--- config.mk ---
export PLATFORM = sky130hd
export DESIGN_NAME = osc_ctrl
export DESIGN_NICKNAME = d
export VERILOG_FILES = /design/src/inc/osc_pkg.sv /design/src/hw/osc_ctrl.sv /design/src/hw/osc_sync.sv
export VERILOG_INCLUDE_DIRS = /design/src /design/src/inc
export SDC_FILE = /design/constraint.sdc
export NUM_CORES = 1
export LEC_CHECK = 0
export ABC_CLOCK_PERIOD_IN_PS = 2400
export BUFFER_PORTS_ARGS = -buffer_cell sky130_fd_sc_hd__buf_2
export CAP_MARGIN = 10
export CORE_MARGIN = 3
export CORE_UTILIZATION = 35
export CTS_BUF_LIST = sky130_fd_sc_hd__clkbuf_16
export DETAILED_ROUTE_END_ITERATION = 8
export MAX_ROUTING_LAYER = met4
export SKIP_LAST_GASP = 1
export SLEW_MARGIN = 20
export SYNTH_ARGS = -nofsm -noshare
export SYNTH_HDL_FRONTEND = slang
export SYNTH_SLANG_ARGS = --single-unit
--- constraint.sdc ---
create_clock -name aclk -period 2.4 [get_ports aclk]
set_clock_uncertainty 0.15 [all_clocks]
set_input_delay 0.12 -clock aclk [delete_from_list [all_inputs] [get_ports aclk]]
set_output_delay 0.12 -clock aclk [all_outputs]
set_load 0.005 [all_outputs]
--- src/inc/osc_cfg.svh ---
// What this block does
// crystal modes count 1024 input oscillations first
// count starts after power-up delay or wake
// execution held while count runs, normally
// two-speed or monitor runs code from internal
// pll on by config or software bit
// secondary crystal selectable as system clock
// output pin is gpio or clock out
// internal mode frees input pin as gpio
// internal block by default, config or select
// high source derived from medium via loop
// frequency select picks divided internal frequency
// high source enable from select and mode
// high source ready flag when running
// locked flag within two percent
// stable flag within half percent
// medium source same enables, own ready
// six bit signed trim, reset zero
// one trim shifts medium and high together
// trim shifts gradually, no completion flag
// trim never reaches low frequency source
// low source selected by code zero, internal
// low source ready flag when running
// select 00 config, 01 secondary, 1x internal
// frequency select resets to 0111
// config field 100 means internal block
// frequency change waits fall, hold, rise
// start-up count restarts from zero
`ifndef OSC_CFG_SVH
`define OSC_CFG_SVH

`define OSC_AW            8
`define OSC_ADDR_CTRL     8'h00
`define OSC_ADDR_STAT     8'h04
`define OSC_ADDR_TRIM     8'h08

`define OSC_CTRL_SCS_LSB  0
`define OSC_CTRL_IFS_LSB  3
`define OSC_CTRL_SPLL_BIT 7

`define OSC_SCS_RST       2'h0
`define OSC_SCS_T1        2'h1
`define OSC_IFS_RST       4'h7
`define OSC_IFS_LF        4'h0
`define OSC_IFS_HF_MIN    4'h8
`define OSC_TRIM_RST      6'h00

`define OSC_FOSC_LP       3'h0
`define OSC_FOSC_XT       3'h1
`define OSC_FOSC_HS       3'h2
`define OSC_FOSC_RC       3'h3
`define OSC_FOSC_INT      3'h4

`define OSC_SU_OSC_COUNT  1024

`define OSC_RESP_OKAY     2'h0
`define OSC_RESP_SLVERR   2'h2

`endif

--- src/inc/osc_pkg.sv ---
package osc_pkg;
  typedef enum logic [1:0] {
    OSC_SRC_EXT,
    OSC_SRC_T1,
    OSC_SRC_INT
  } osc_src_t;

  typedef enum logic [1:0] {
    OSC_SU_WAIT,
    OSC_SU_COUNT,
    OSC_SU_DONE,
    OSC_SU_SLEEP
  } osc_su_t;

  typedef enum logic [1:0] {
    OSC_SW_IDLE,
    OSC_SW_START,
    OSC_SW_FALL,
    OSC_SW_RISE
  } osc_sw_t;
endpackage

--- src/hw/osc_ctrl.sv ---
// Implementation choices: the AXI4-Lite slave port and the register addresses.
`timescale 1ns/1ps
`default_nettype none
`include "osc_cfg.svh"
module osc_ctrl #(
  parameter int unsigned SU_OSC = `OSC_SU_OSC_COUNT
)(
  input  wire logic                 aclk,
  input  wire logic                 aresetn,
  input  wire logic [`OSC_AW-1:0]   awaddr,
  input  wire logic [2:0]           awprot,
  input  wire logic                 awvalid,
  output logic                      awready,
  input  wire logic [31:0]          wdata,
  input  wire logic [3:0]           wstrb,
  input  wire logic                 wvalid,
  output logic                      wready,
  output logic [1:0]                bresp,
  output logic                      bvalid,
  input  wire logic                 bready,
  input  wire logic [`OSC_AW-1:0]   araddr,
  input  wire logic [2:0]           arprot,
  input  wire logic                 arvalid,
  output logic                      arready,
  output logic [31:0]               rdata,
  output logic [1:0]                rresp,
  output logic                      rvalid,
  input  wire logic                 rready,
  input  wire logic [2:0]           cfg_clock_source_field,
  input  wire logic                 cfg_pll_enable,
  input  wire logic                 cfg_clock_output_enable,
  input  wire logic                 cfg_power_up_timer_en,
  input  wire logic                 cfg_two_speed_en,
  input  wire logic                 cfg_clock_failure_monitor_en,
  input  wire logic                 power_up_delay_done,
  input  wire logic                 sleep_enter,
  input  wire logic                 sleep_wake,
  input  wire logic                 lf_request,
  input  wire logic                 oscillator_input_pin,
  input  wire logic                 cur_clk_level,
  input  wire logic                 new_clk_level,
  input  wire logic                 hf_running,
  input  wire logic                 hf_within_2pct,
  input  wire logic                 hf_within_half_pct,
  input  wire logic                 mf_running,
  input  wire logic                 lf_running,
  input  wire logic                 t1_osc_ready,
  output logic                      high_freq_enable,
  output logic                      medium_freq_enable,
  output logic                      low_freq_enable,
  output logic                      internal_multiplier_loop_enable,
  output logic                      pll4x_enable,
  output logic [5:0]                freq_trim,
  output osc_pkg::osc_src_t         sys_clock_source,
  output logic [3:0]                active_freq_select,
  output logic                      clk_hold_low,
  output logic                      cpu_hold,
  output logic                      startup_done,
  output logic                      osc_in_pin_gpio,
  output logic                      osc_out_pin_clkout,
  output logic                      osc_out_pin_gpio
);
  localparam int unsigned CW = $clog2(SU_OSC + 1);

  logic [8:0]         async_in;
  logic [8:0]         sync_q;
  logic [2:0]         edge_d_ff;
  logic               osc_rise;
  logic               cur_fall;
  logic               new_rise;
  logic               is_xtal;
  logic               is_int_mode;
  logic               is_rc;
  logic               int_req;
  logic               keep_running;
  logic               hf_rdy;
  logic               hf_lock;
  logic               hf_stab;
  logic               mf_rdy;
  logic               lf_rdy;
  logic               t1_rdy;
  logic               tgt_rdy;
  logic [8:0]         status;

  logic               aw_held_ff;
  logic [`OSC_AW-1:0] waddr_ff;
  logic               w_held_ff;
  logic [31:0]        wdata_ff;
  logic               wstrb0_ff;
  logic               wr_fire;
  logic               wr_ctrl;
  logic               wr_trim;
  logic [31:0]        nxt_rdata;
  logic               nxt_rerr;

  logic [1:0]         scs_ff;
  logic [3:0]         ifs_ff;
  logic               spll_ff;
  logic [5:0]         trim_ff;

  osc_pkg::osc_su_t   su_state_ff;
  logic [CW-1:0]      su_cnt_ff;
  osc_pkg::osc_sw_t   sw_state_ff;
  logic [3:0]         target_ff;
  logic [3:0]         active_ifs_ff;

  function automatic logic ifs_is_hf(input logic [3:0] f);
    ifs_is_hf = (f >= `OSC_IFS_HF_MIN);
  endfunction

  function automatic logic ifs_is_lf(input logic [3:0] f);
    ifs_is_lf = (f == `OSC_IFS_LF);
  endfunction

  // pins and analog status come from outside this clock domain
  assign async_in = {t1_osc_ready, lf_running, mf_running,
                     hf_within_half_pct, hf_within_2pct, hf_running,
                     new_clk_level, cur_clk_level, oscillator_input_pin};

  osc_sync #(
    .W (9)
  ) u_sync (
    .aclk    (aclk),
    .aresetn (aresetn),
    .d       (async_in),
    .q       (sync_q)
  );

  always_ff @(posedge aclk) begin
    if (!aresetn) begin
      edge_d_ff <= 3'h0;
    end else begin
      edge_d_ff <= sync_q[2:0];
    end
  end

  assign osc_rise = sync_q[0] & ~edge_d_ff[0];
  assign cur_fall = ~sync_q[1] & edge_d_ff[1];
  assign new_rise = sync_q[2] & ~edge_d_ff[2];

  // clock mode decode
  assign is_xtal     = (cfg_clock_source_field == `OSC_FOSC_LP) ||
                       (cfg_clock_source_field == `OSC_FOSC_XT) ||
                       (cfg_clock_source_field == `OSC_FOSC_HS);
  assign is_int_mode = (cfg_clock_source_field == `OSC_FOSC_INT);
  assign is_rc       = (cfg_clock_source_field == `OSC_FOSC_RC);

  // axi4-lite write path
  assign awready = ~aw_held_ff;
  assign wready  = ~w_held_ff;
  assign wr_fire = aw_held_ff & w_held_ff & ~bvalid;
  assign wr_ctrl = wr_fire & wstrb0_ff & (waddr_ff == `OSC_ADDR_CTRL);
  assign wr_trim = wr_fire & wstrb0_ff & (waddr_ff == `OSC_ADDR_TRIM);

  always_ff @(posedge aclk) begin
    if (!aresetn) begin
      aw_held_ff <= 1'b0;
      waddr_ff   <= '0;
    end else if (awvalid && awready) begin
      aw_held_ff <= 1'b1;
      waddr_ff   <= awaddr;
    end else if (wr_fire) begin
      aw_held_ff <= 1'b0;
    end
  end

  always_ff @(posedge aclk) begin
    if (!aresetn) begin
      w_held_ff <= 1'b0;
      wdata_ff  <= 32'h0;
      wstrb0_ff <= 1'b0;
    end else if (wvalid && wready) begin
      w_held_ff <= 1'b1;
      wdata_ff  <= wdata;
      wstrb0_ff <= wstrb[0];
    end else if (wr_fire) begin
      w_held_ff <= 1'b0;
    end
  end

  always_ff @(posedge aclk) begin
    if (!aresetn) begin
      bvalid <= 1'b0;
      bresp  <= `OSC_RESP_OKAY;
    end else if (wr_fire) begin
      bvalid <= 1'b1;
      bresp  <= (waddr_ff == `OSC_ADDR_CTRL ||
                 waddr_ff == `OSC_ADDR_STAT ||
                 waddr_ff == `OSC_ADDR_TRIM) ?
                `OSC_RESP_OKAY : `OSC_RESP_SLVERR;
    end else if (bready) begin
      bvalid <= 1'b0;
    end
  end

  // control and trim registers
  always_ff @(posedge aclk) begin
    if (!aresetn) begin
      scs_ff  <= `OSC_SCS_RST;
      ifs_ff  <= `OSC_IFS_RST;
      spll_ff <= 1'b0;
    end else if (wr_ctrl) begin
      scs_ff  <= wdata_ff[`OSC_CTRL_SCS_LSB +: 2];
      ifs_ff  <= wdata_ff[`OSC_CTRL_IFS_LSB +: 4];
      spll_ff <= wdata_ff[`OSC_CTRL_SPLL_BIT];
    end
  end

  always_ff @(posedge aclk) begin
    if (!aresetn) begin
      trim_ff <= `OSC_TRIM_RST;
    end else if (wr_trim) begin
      trim_ff <= wdata_ff[5:0];
    end
  end

  // one trim drives the medium base, never the low source
  assign freq_trim = trim_ff;

  // status flags track live, synchronised oscillator state
  assign hf_rdy  = sync_q[3] & high_freq_enable;
  assign hf_lock = hf_rdy & sync_q[4];
  assign hf_stab = hf_rdy & sync_q[5];
  assign mf_rdy  = sync_q[6] & medium_freq_enable;
  assign lf_rdy  = sync_q[7] & low_freq_enable;
  assign t1_rdy  = sync_q[8];
  assign status  = {sw_state_ff != osc_pkg::OSC_SW_IDLE, t1_rdy,
                    pll4x_enable, startup_done, lf_rdy, mf_rdy,
                    hf_stab, hf_lock, hf_rdy};

  // axi4-lite read path
  assign arready = ~rvalid;

  always_comb begin
    nxt_rdata = 32'h0;
    nxt_rerr  = 1'b0;
    case (araddr)
      `OSC_ADDR_CTRL: begin
        nxt_rdata[`OSC_CTRL_SCS_LSB +: 2] = scs_ff;
        nxt_rdata[`OSC_CTRL_IFS_LSB +: 4] = ifs_ff;
        nxt_rdata[`OSC_CTRL_SPLL_BIT]     = spll_ff;
      end
      `OSC_ADDR_STAT: nxt_rdata[8:0] = status;
      `OSC_ADDR_TRIM: nxt_rdata[5:0] = trim_ff;
      default:        nxt_rerr = 1'b1;
    endcase
  end

  always_ff @(posedge aclk) begin
    if (!aresetn) begin
      rvalid <= 1'b0;
      rdata  <= 32'h0;
      rresp  <= `OSC_RESP_OKAY;
    end else if (arvalid && arready) begin
      rvalid <= 1'b1;
      rdata  <= nxt_rdata;
      rresp  <= nxt_rerr ? `OSC_RESP_SLVERR : `OSC_RESP_OKAY;
    end else if (rready) begin
      rvalid <= 1'b0;
    end
  end

  // crystal start-up counter
  always_ff @(posedge aclk) begin
    if (!aresetn) begin
      su_state_ff <= osc_pkg::OSC_SU_WAIT;
      su_cnt_ff   <= '0;
    end else if (sleep_enter) begin
      su_state_ff <= osc_pkg::OSC_SU_SLEEP;
    end else if (sleep_wake) begin
      su_cnt_ff   <= '0;
      su_state_ff <= is_xtal ? osc_pkg::OSC_SU_COUNT
                             : osc_pkg::OSC_SU_DONE;
    end else begin
      case (su_state_ff)
        osc_pkg::OSC_SU_WAIT: begin
          if (!is_xtal) begin
            su_state_ff <= osc_pkg::OSC_SU_DONE;
          end else if (!cfg_power_up_timer_en || power_up_delay_done) begin
            su_cnt_ff   <= '0;
            su_state_ff <= osc_pkg::OSC_SU_COUNT;
          end
        end
        osc_pkg::OSC_SU_COUNT: begin
          if (osc_rise) begin
            if (su_cnt_ff == CW'(SU_OSC - 1)) begin
              su_state_ff <= osc_pkg::OSC_SU_DONE;
            end else begin
              su_cnt_ff <= su_cnt_ff + 1'b1;
            end
          end
        end
        osc_pkg::OSC_SU_DONE:  su_state_ff <= osc_pkg::OSC_SU_DONE;
        osc_pkg::OSC_SU_SLEEP: su_state_ff <= osc_pkg::OSC_SU_SLEEP;
        default:               su_state_ff <= osc_pkg::OSC_SU_WAIT;
      endcase
    end
  end

  assign startup_done = (su_state_ff == osc_pkg::OSC_SU_DONE);
  assign keep_running = cfg_two_speed_en | cfg_clock_failure_monitor_en;
  assign cpu_hold     = is_xtal & ~keep_running &
                        (su_state_ff == osc_pkg::OSC_SU_WAIT ||
                         su_state_ff == osc_pkg::OSC_SU_COUNT);

  // system clock source selection
  always_comb begin
    if (scs_ff[1]) begin
      sys_clock_source = osc_pkg::OSC_SRC_INT;
    end else if (scs_ff == `OSC_SCS_T1) begin
      sys_clock_source = osc_pkg::OSC_SRC_T1;
    end else if (is_int_mode) begin
      sys_clock_source = osc_pkg::OSC_SRC_INT;
    end else if (is_xtal && !startup_done && keep_running) begin
      sys_clock_source = osc_pkg::OSC_SRC_INT;
    end else begin
      sys_clock_source = osc_pkg::OSC_SRC_EXT;
    end
  end

  // internal source enables cover both requested and active choice
  assign int_req = (sys_clock_source == osc_pkg::OSC_SRC_INT);
  assign high_freq_enable = int_req &
    (ifs_is_hf(ifs_ff) | ifs_is_hf(active_ifs_ff));
  assign internal_multiplier_loop_enable = high_freq_enable;
  assign medium_freq_enable = high_freq_enable | (int_req &
    (~ifs_is_hf(ifs_ff) & ~ifs_is_lf(ifs_ff) |
     ~ifs_is_hf(active_ifs_ff) & ~ifs_is_lf(active_ifs_ff)));
  assign low_freq_enable = lf_request | (int_req &
    (ifs_is_lf(ifs_ff) | ifs_is_lf(active_ifs_ff)));
  assign pll4x_enable = cfg_pll_enable | spll_ff;

  // pin functions
  assign osc_in_pin_gpio    = is_int_mode;
  assign osc_out_pin_clkout = (is_int_mode | is_rc) &
                              cfg_clock_output_enable;
  assign osc_out_pin_gpio   = (is_int_mode | is_rc) &
                              ~cfg_clock_output_enable;

  // glitch-free internal frequency switch
  assign tgt_rdy = ifs_is_lf(target_ff) ? lf_rdy :
                   ifs_is_hf(target_ff) ? hf_rdy : mf_rdy;

  always_ff @(posedge aclk) begin
    if (!aresetn) begin
      sw_state_ff   <= osc_pkg::OSC_SW_IDLE;
      target_ff     <= `OSC_IFS_RST;
      active_ifs_ff <= `OSC_IFS_RST;
    end else begin
      case (sw_state_ff)
        osc_pkg::OSC_SW_IDLE: begin
          if (ifs_ff != active_ifs_ff) begin
            if (!int_req) begin
              active_ifs_ff <= ifs_ff;
            end else begin
              target_ff   <= ifs_ff;
              sw_state_ff <= osc_pkg::OSC_SW_START;
            end
          end
        end
        osc_pkg::OSC_SW_START: begin
          if (ifs_ff != target_ff) begin
            target_ff <= ifs_ff;
          end else if (tgt_rdy) begin
            sw_state_ff <= osc_pkg::OSC_SW_FALL;
          end
        end
        osc_pkg::OSC_SW_FALL: begin
          if (cur_fall) begin
            sw_state_ff <= osc_pkg::OSC_SW_RISE;
          end
        end
        osc_pkg::OSC_SW_RISE: begin
          if (new_rise) begin
            active_ifs_ff <= target_ff;
            sw_state_ff   <= osc_pkg::OSC_SW_IDLE;
          end
        end
        default: sw_state_ff <= osc_pkg::OSC_SW_IDLE;
      endcase
    end
  end

  assign active_freq_select = active_ifs_ff;
  assign clk_hold_low = (sw_state_ff == osc_pkg::OSC_SW_RISE);
endmodule
`default_nettype wire

--- src/hw/osc_sync.sv ---
`timescale 1ns/1ps
`default_nettype none
// two-flop synchroniser for asynchronous levels
module osc_sync #(
  parameter int unsigned W = 1
)(
  input  wire logic         aclk,
  input  wire logic         aresetn,
  input  wire logic [W-1:0] d,
  output logic      [W-1:0] q
);
  logic [W-1:0] meta_ff;

  always_ff @(posedge aclk) begin
    if (!aresetn) begin
      meta_ff <= '0;
      q       <= '0;
    end else begin
      meta_ff <= d;
      q       <= meta_ff;
    end
  end
endmodule
`default_nettype wire

==> run metrics <==
nets 676; maxcap violations 0; Syn Area/Cell 8.98 µm²; Die ar. 13,400 µm²; crit end category register; min Tclk post-route 2.25 ns; post-synthesis sequential area ratio 42.3%; first-pass GRT wire length 16,100 µm; clock buffer depth 2; Initial Utilization 36.4%; num ports 150; largest net degree at the start of global routing 54; die height 116 µm; Core Util, Final 45.8%; Critical Path Source su_cnt_ff[0]$_SDFFE_PN0P_; Cell Area, Synth 4210 µm²; CTS tree yes; pins over their slew limit 0; share of cells above drive strength 1 23.4%; Post-synth ARST share 0%; Clock Sinks 89; core area 11,600 µm²; Hold Path Class primary input to register; total wire length 9850 µm; drt wl/cell 13.4 µm; worst-path fanout max 8; post-route DRC violation count 0; total global-route track usage 15.6%; clk_lat worst skew 0.33 ns; Synth top area share 42.3%; antenna violations before repair 0; dominant cell type by area after synthesis dfxtp_1; maximum VDD drop 342 µV; area of the multi-input gates 2180 µm²; P_leak 2.25 nW; worst setup path class register to register; Worst setup SP type register; row count 39; Area contributors post-synth dfxtp_1 (42%), mux2i_1 (7.1%), buf_4 (4.6%); final setup fails 0; Slew @ Worst Pin 0.665 ns; DRT Pass-1 Iters 4; YS warnings 0; CP arrival 2.30 ns; pwr/cell area 636 nW/µm²; CTS Buf Count 9; Setup Buffers After CTS 0; Placed Area 4670 µm²; Yosys reg bits 89; First DRT Iteration DRCs 132; setup TNS 0 ns; Distinct cells, synth 67; diode count 0; Final Hold Fails 0; PortBufs 91; Critical Path End su_cnt_ff[1]$_SDFFE_PN0P_; DRT antenna net count 0; total grt overflow 0; Power, Total 3.37 mW; Post-synth EDFFs 0; Rel. slew slack 55.3%; Synth Flop Type dfxtp_1; RePlAce Congestion 0.830; R2R depth 7; Achievable Freq 444 MHz; Reg-to-Reg Start su_cnt_ff[0]$_SDFFE_PN0P_; Worst Path Required 2.45 ns; Fin Hold WS 0.0807 ns; R2R Setup Slk 0.15 ns; Die X 116 µm; DP Wirelength 6940 µm; worst reg2reg endpoint su_cnt_ff[1]$_SDFFE_PN0P_; Syn-to-layout area delta 25.7%; Post-Syn Instances 469; Sequential cell area 1780 µm²; RSZ-0062 raised after global routing no; Tcrit/Tclk final 93.9%; # fillers 1,106; via count 3,526; vias in the first global route 3,300; vias per std cell 4.81; clock-pin slew on the worst setup and hold paths 0.06 ns; H-tree depth 3; outcome finished, final reports clean; fin area 5290 µm²; Root Driver clkbuf_16
critical path, stage by stage, from the launching register on:
cell and delay (ns):
dfxtp_1 0.37, ha_1 0.21, nand4_1 0.15, or3_4 0.38, or4_4 0.46, nand3b_4 0.15, mux2i_1 0.21, nor2_1 0.05
layout make-up:
type / instances / share of cell area (%)
repair buffers: 129 / 15.6
well taps: 143 / 3.38
inverters: 15 / 1.06
clock inverters: 7 / 0.899
clock buffers: 9 / 4.26
multi-input cells: 341 / 41.2
flip-flops and latches: 89 / 33.7
report_power, final:
group	total, mW	switching (mW)	internal [mW]
logic	0.504	0.258	0.246
clock network	1.27	0.574	0.696
registers	1.59	0.0536	1.54
total	3.37	0.886	2.48
per-layer routing:
layer / part of all wire, % / up-vias / global-route usage (%)
met5: 0 / - / -
met4: 2.0 / 0 / 6.19
met3: 4.2 / 16 / 3.08
met2: 46 / 91 / 24.1
met1: 47 / 1621 / 20.1
li1: - / 1798 / -
Yosys cell counts (14+ instances only):
cell type,count
buf_4,26
nor2b_1,28
nand2_1,52
o21ai_0,17
dfxtp_1,89
a21boi_0,14
mux2i_1,30
clkbuf_1,18
and2_1,22
nor2_1,23
inv_1,15
how the worst min path moves through the flow:
stage                             from  cells past startpoint  slack, ns                      endpoint
finish                       araddr[0]                      5       0.08         rdata[7]$_SDFFE_PN0P_
global placement    hf_within_half_pct                      2       0.18  u_sync.meta_ff[5]$_SDFF_PN0_
detailed placement        t1_osc_ready                      2       0.18  u_sync.meta_ff[8]$_SDFF_PN0_
floorplan                      awvalid                      2       0.09       aw_held_ff$_SDFFE_PN0P_
CTS                          araddr[0]                      5       0.07         rdata[7]$_SDFFE_PN0P_
global route                sleep_wake                      4       0.12   su_state_ff[1]$_SDFFE_PN0P_
stage by stage:
step | std cells | setup slack (ns)
floorplan | 493 | 0.221
global placement | 683 | 0.123
detailed placement | 683 | 0.0809
CTS | 732 | 0.0677
global route | 733 | 0.00797
finish | 733 | 0.147
what timing repair did:
item | in CTS | in global routing
endpoints found under the hold margin | 33 | 0
endpoints found under the setup margin | 0 | 1
resized for setup | 0 | 1
hold buffers | 33 | 0
flip-flops by register name, summed over array words and instances, names as in the netlist, 4 cells and up:
signal / flops
active_freq_select: 4
waddr_ff: 8
freq_trim: 6
wdata_ff: 8
target_ff: 4
su_cnt_ff: 11
u_sync.meta_ff: 9
ifs_ff: 4
u_sync.q: 9
rdata: 9
cells by family (layout without fill, tap and decap cells):
family                   Yosys count  after routing  synth area share [%]
other                              1             25                0.0891
AO/OA/AOI/OAI                     89             89                  14.4
AND/OR/NAND/NOR                  177            178                  22.9
multiplexers                      34             34                  8.20
flip-flops                        89             89                  42.3
adder cells (fa/ha/maj)            5              5                  1.49
XOR/XNOR                          10             10                  2.08
buffers and inverters             64            160                  8.47
cells in the final DEF (no fill, tap or decap), types with 12 or more instances in the layout:
cell type / synthesis / routed
conb_1: 1 / 25
a21oi_1: 12 / 12
nand3_1: 12 / 12
buf_2: 1 / 91
o21ai_0: 17 / 17
dfxtp_1: 89 / 89
nand2_1: 52 / 52
inv_1: 15 / 15
a21boi_0: 14 / 14
mux2i_1: 30 / 30
nor2b_1: 28 / 28
dlygate4sd3_1: 0 / 33
and2_1: 22 / 22
nor2_1: 23 / 23
(Power assumes the default switching activity.)
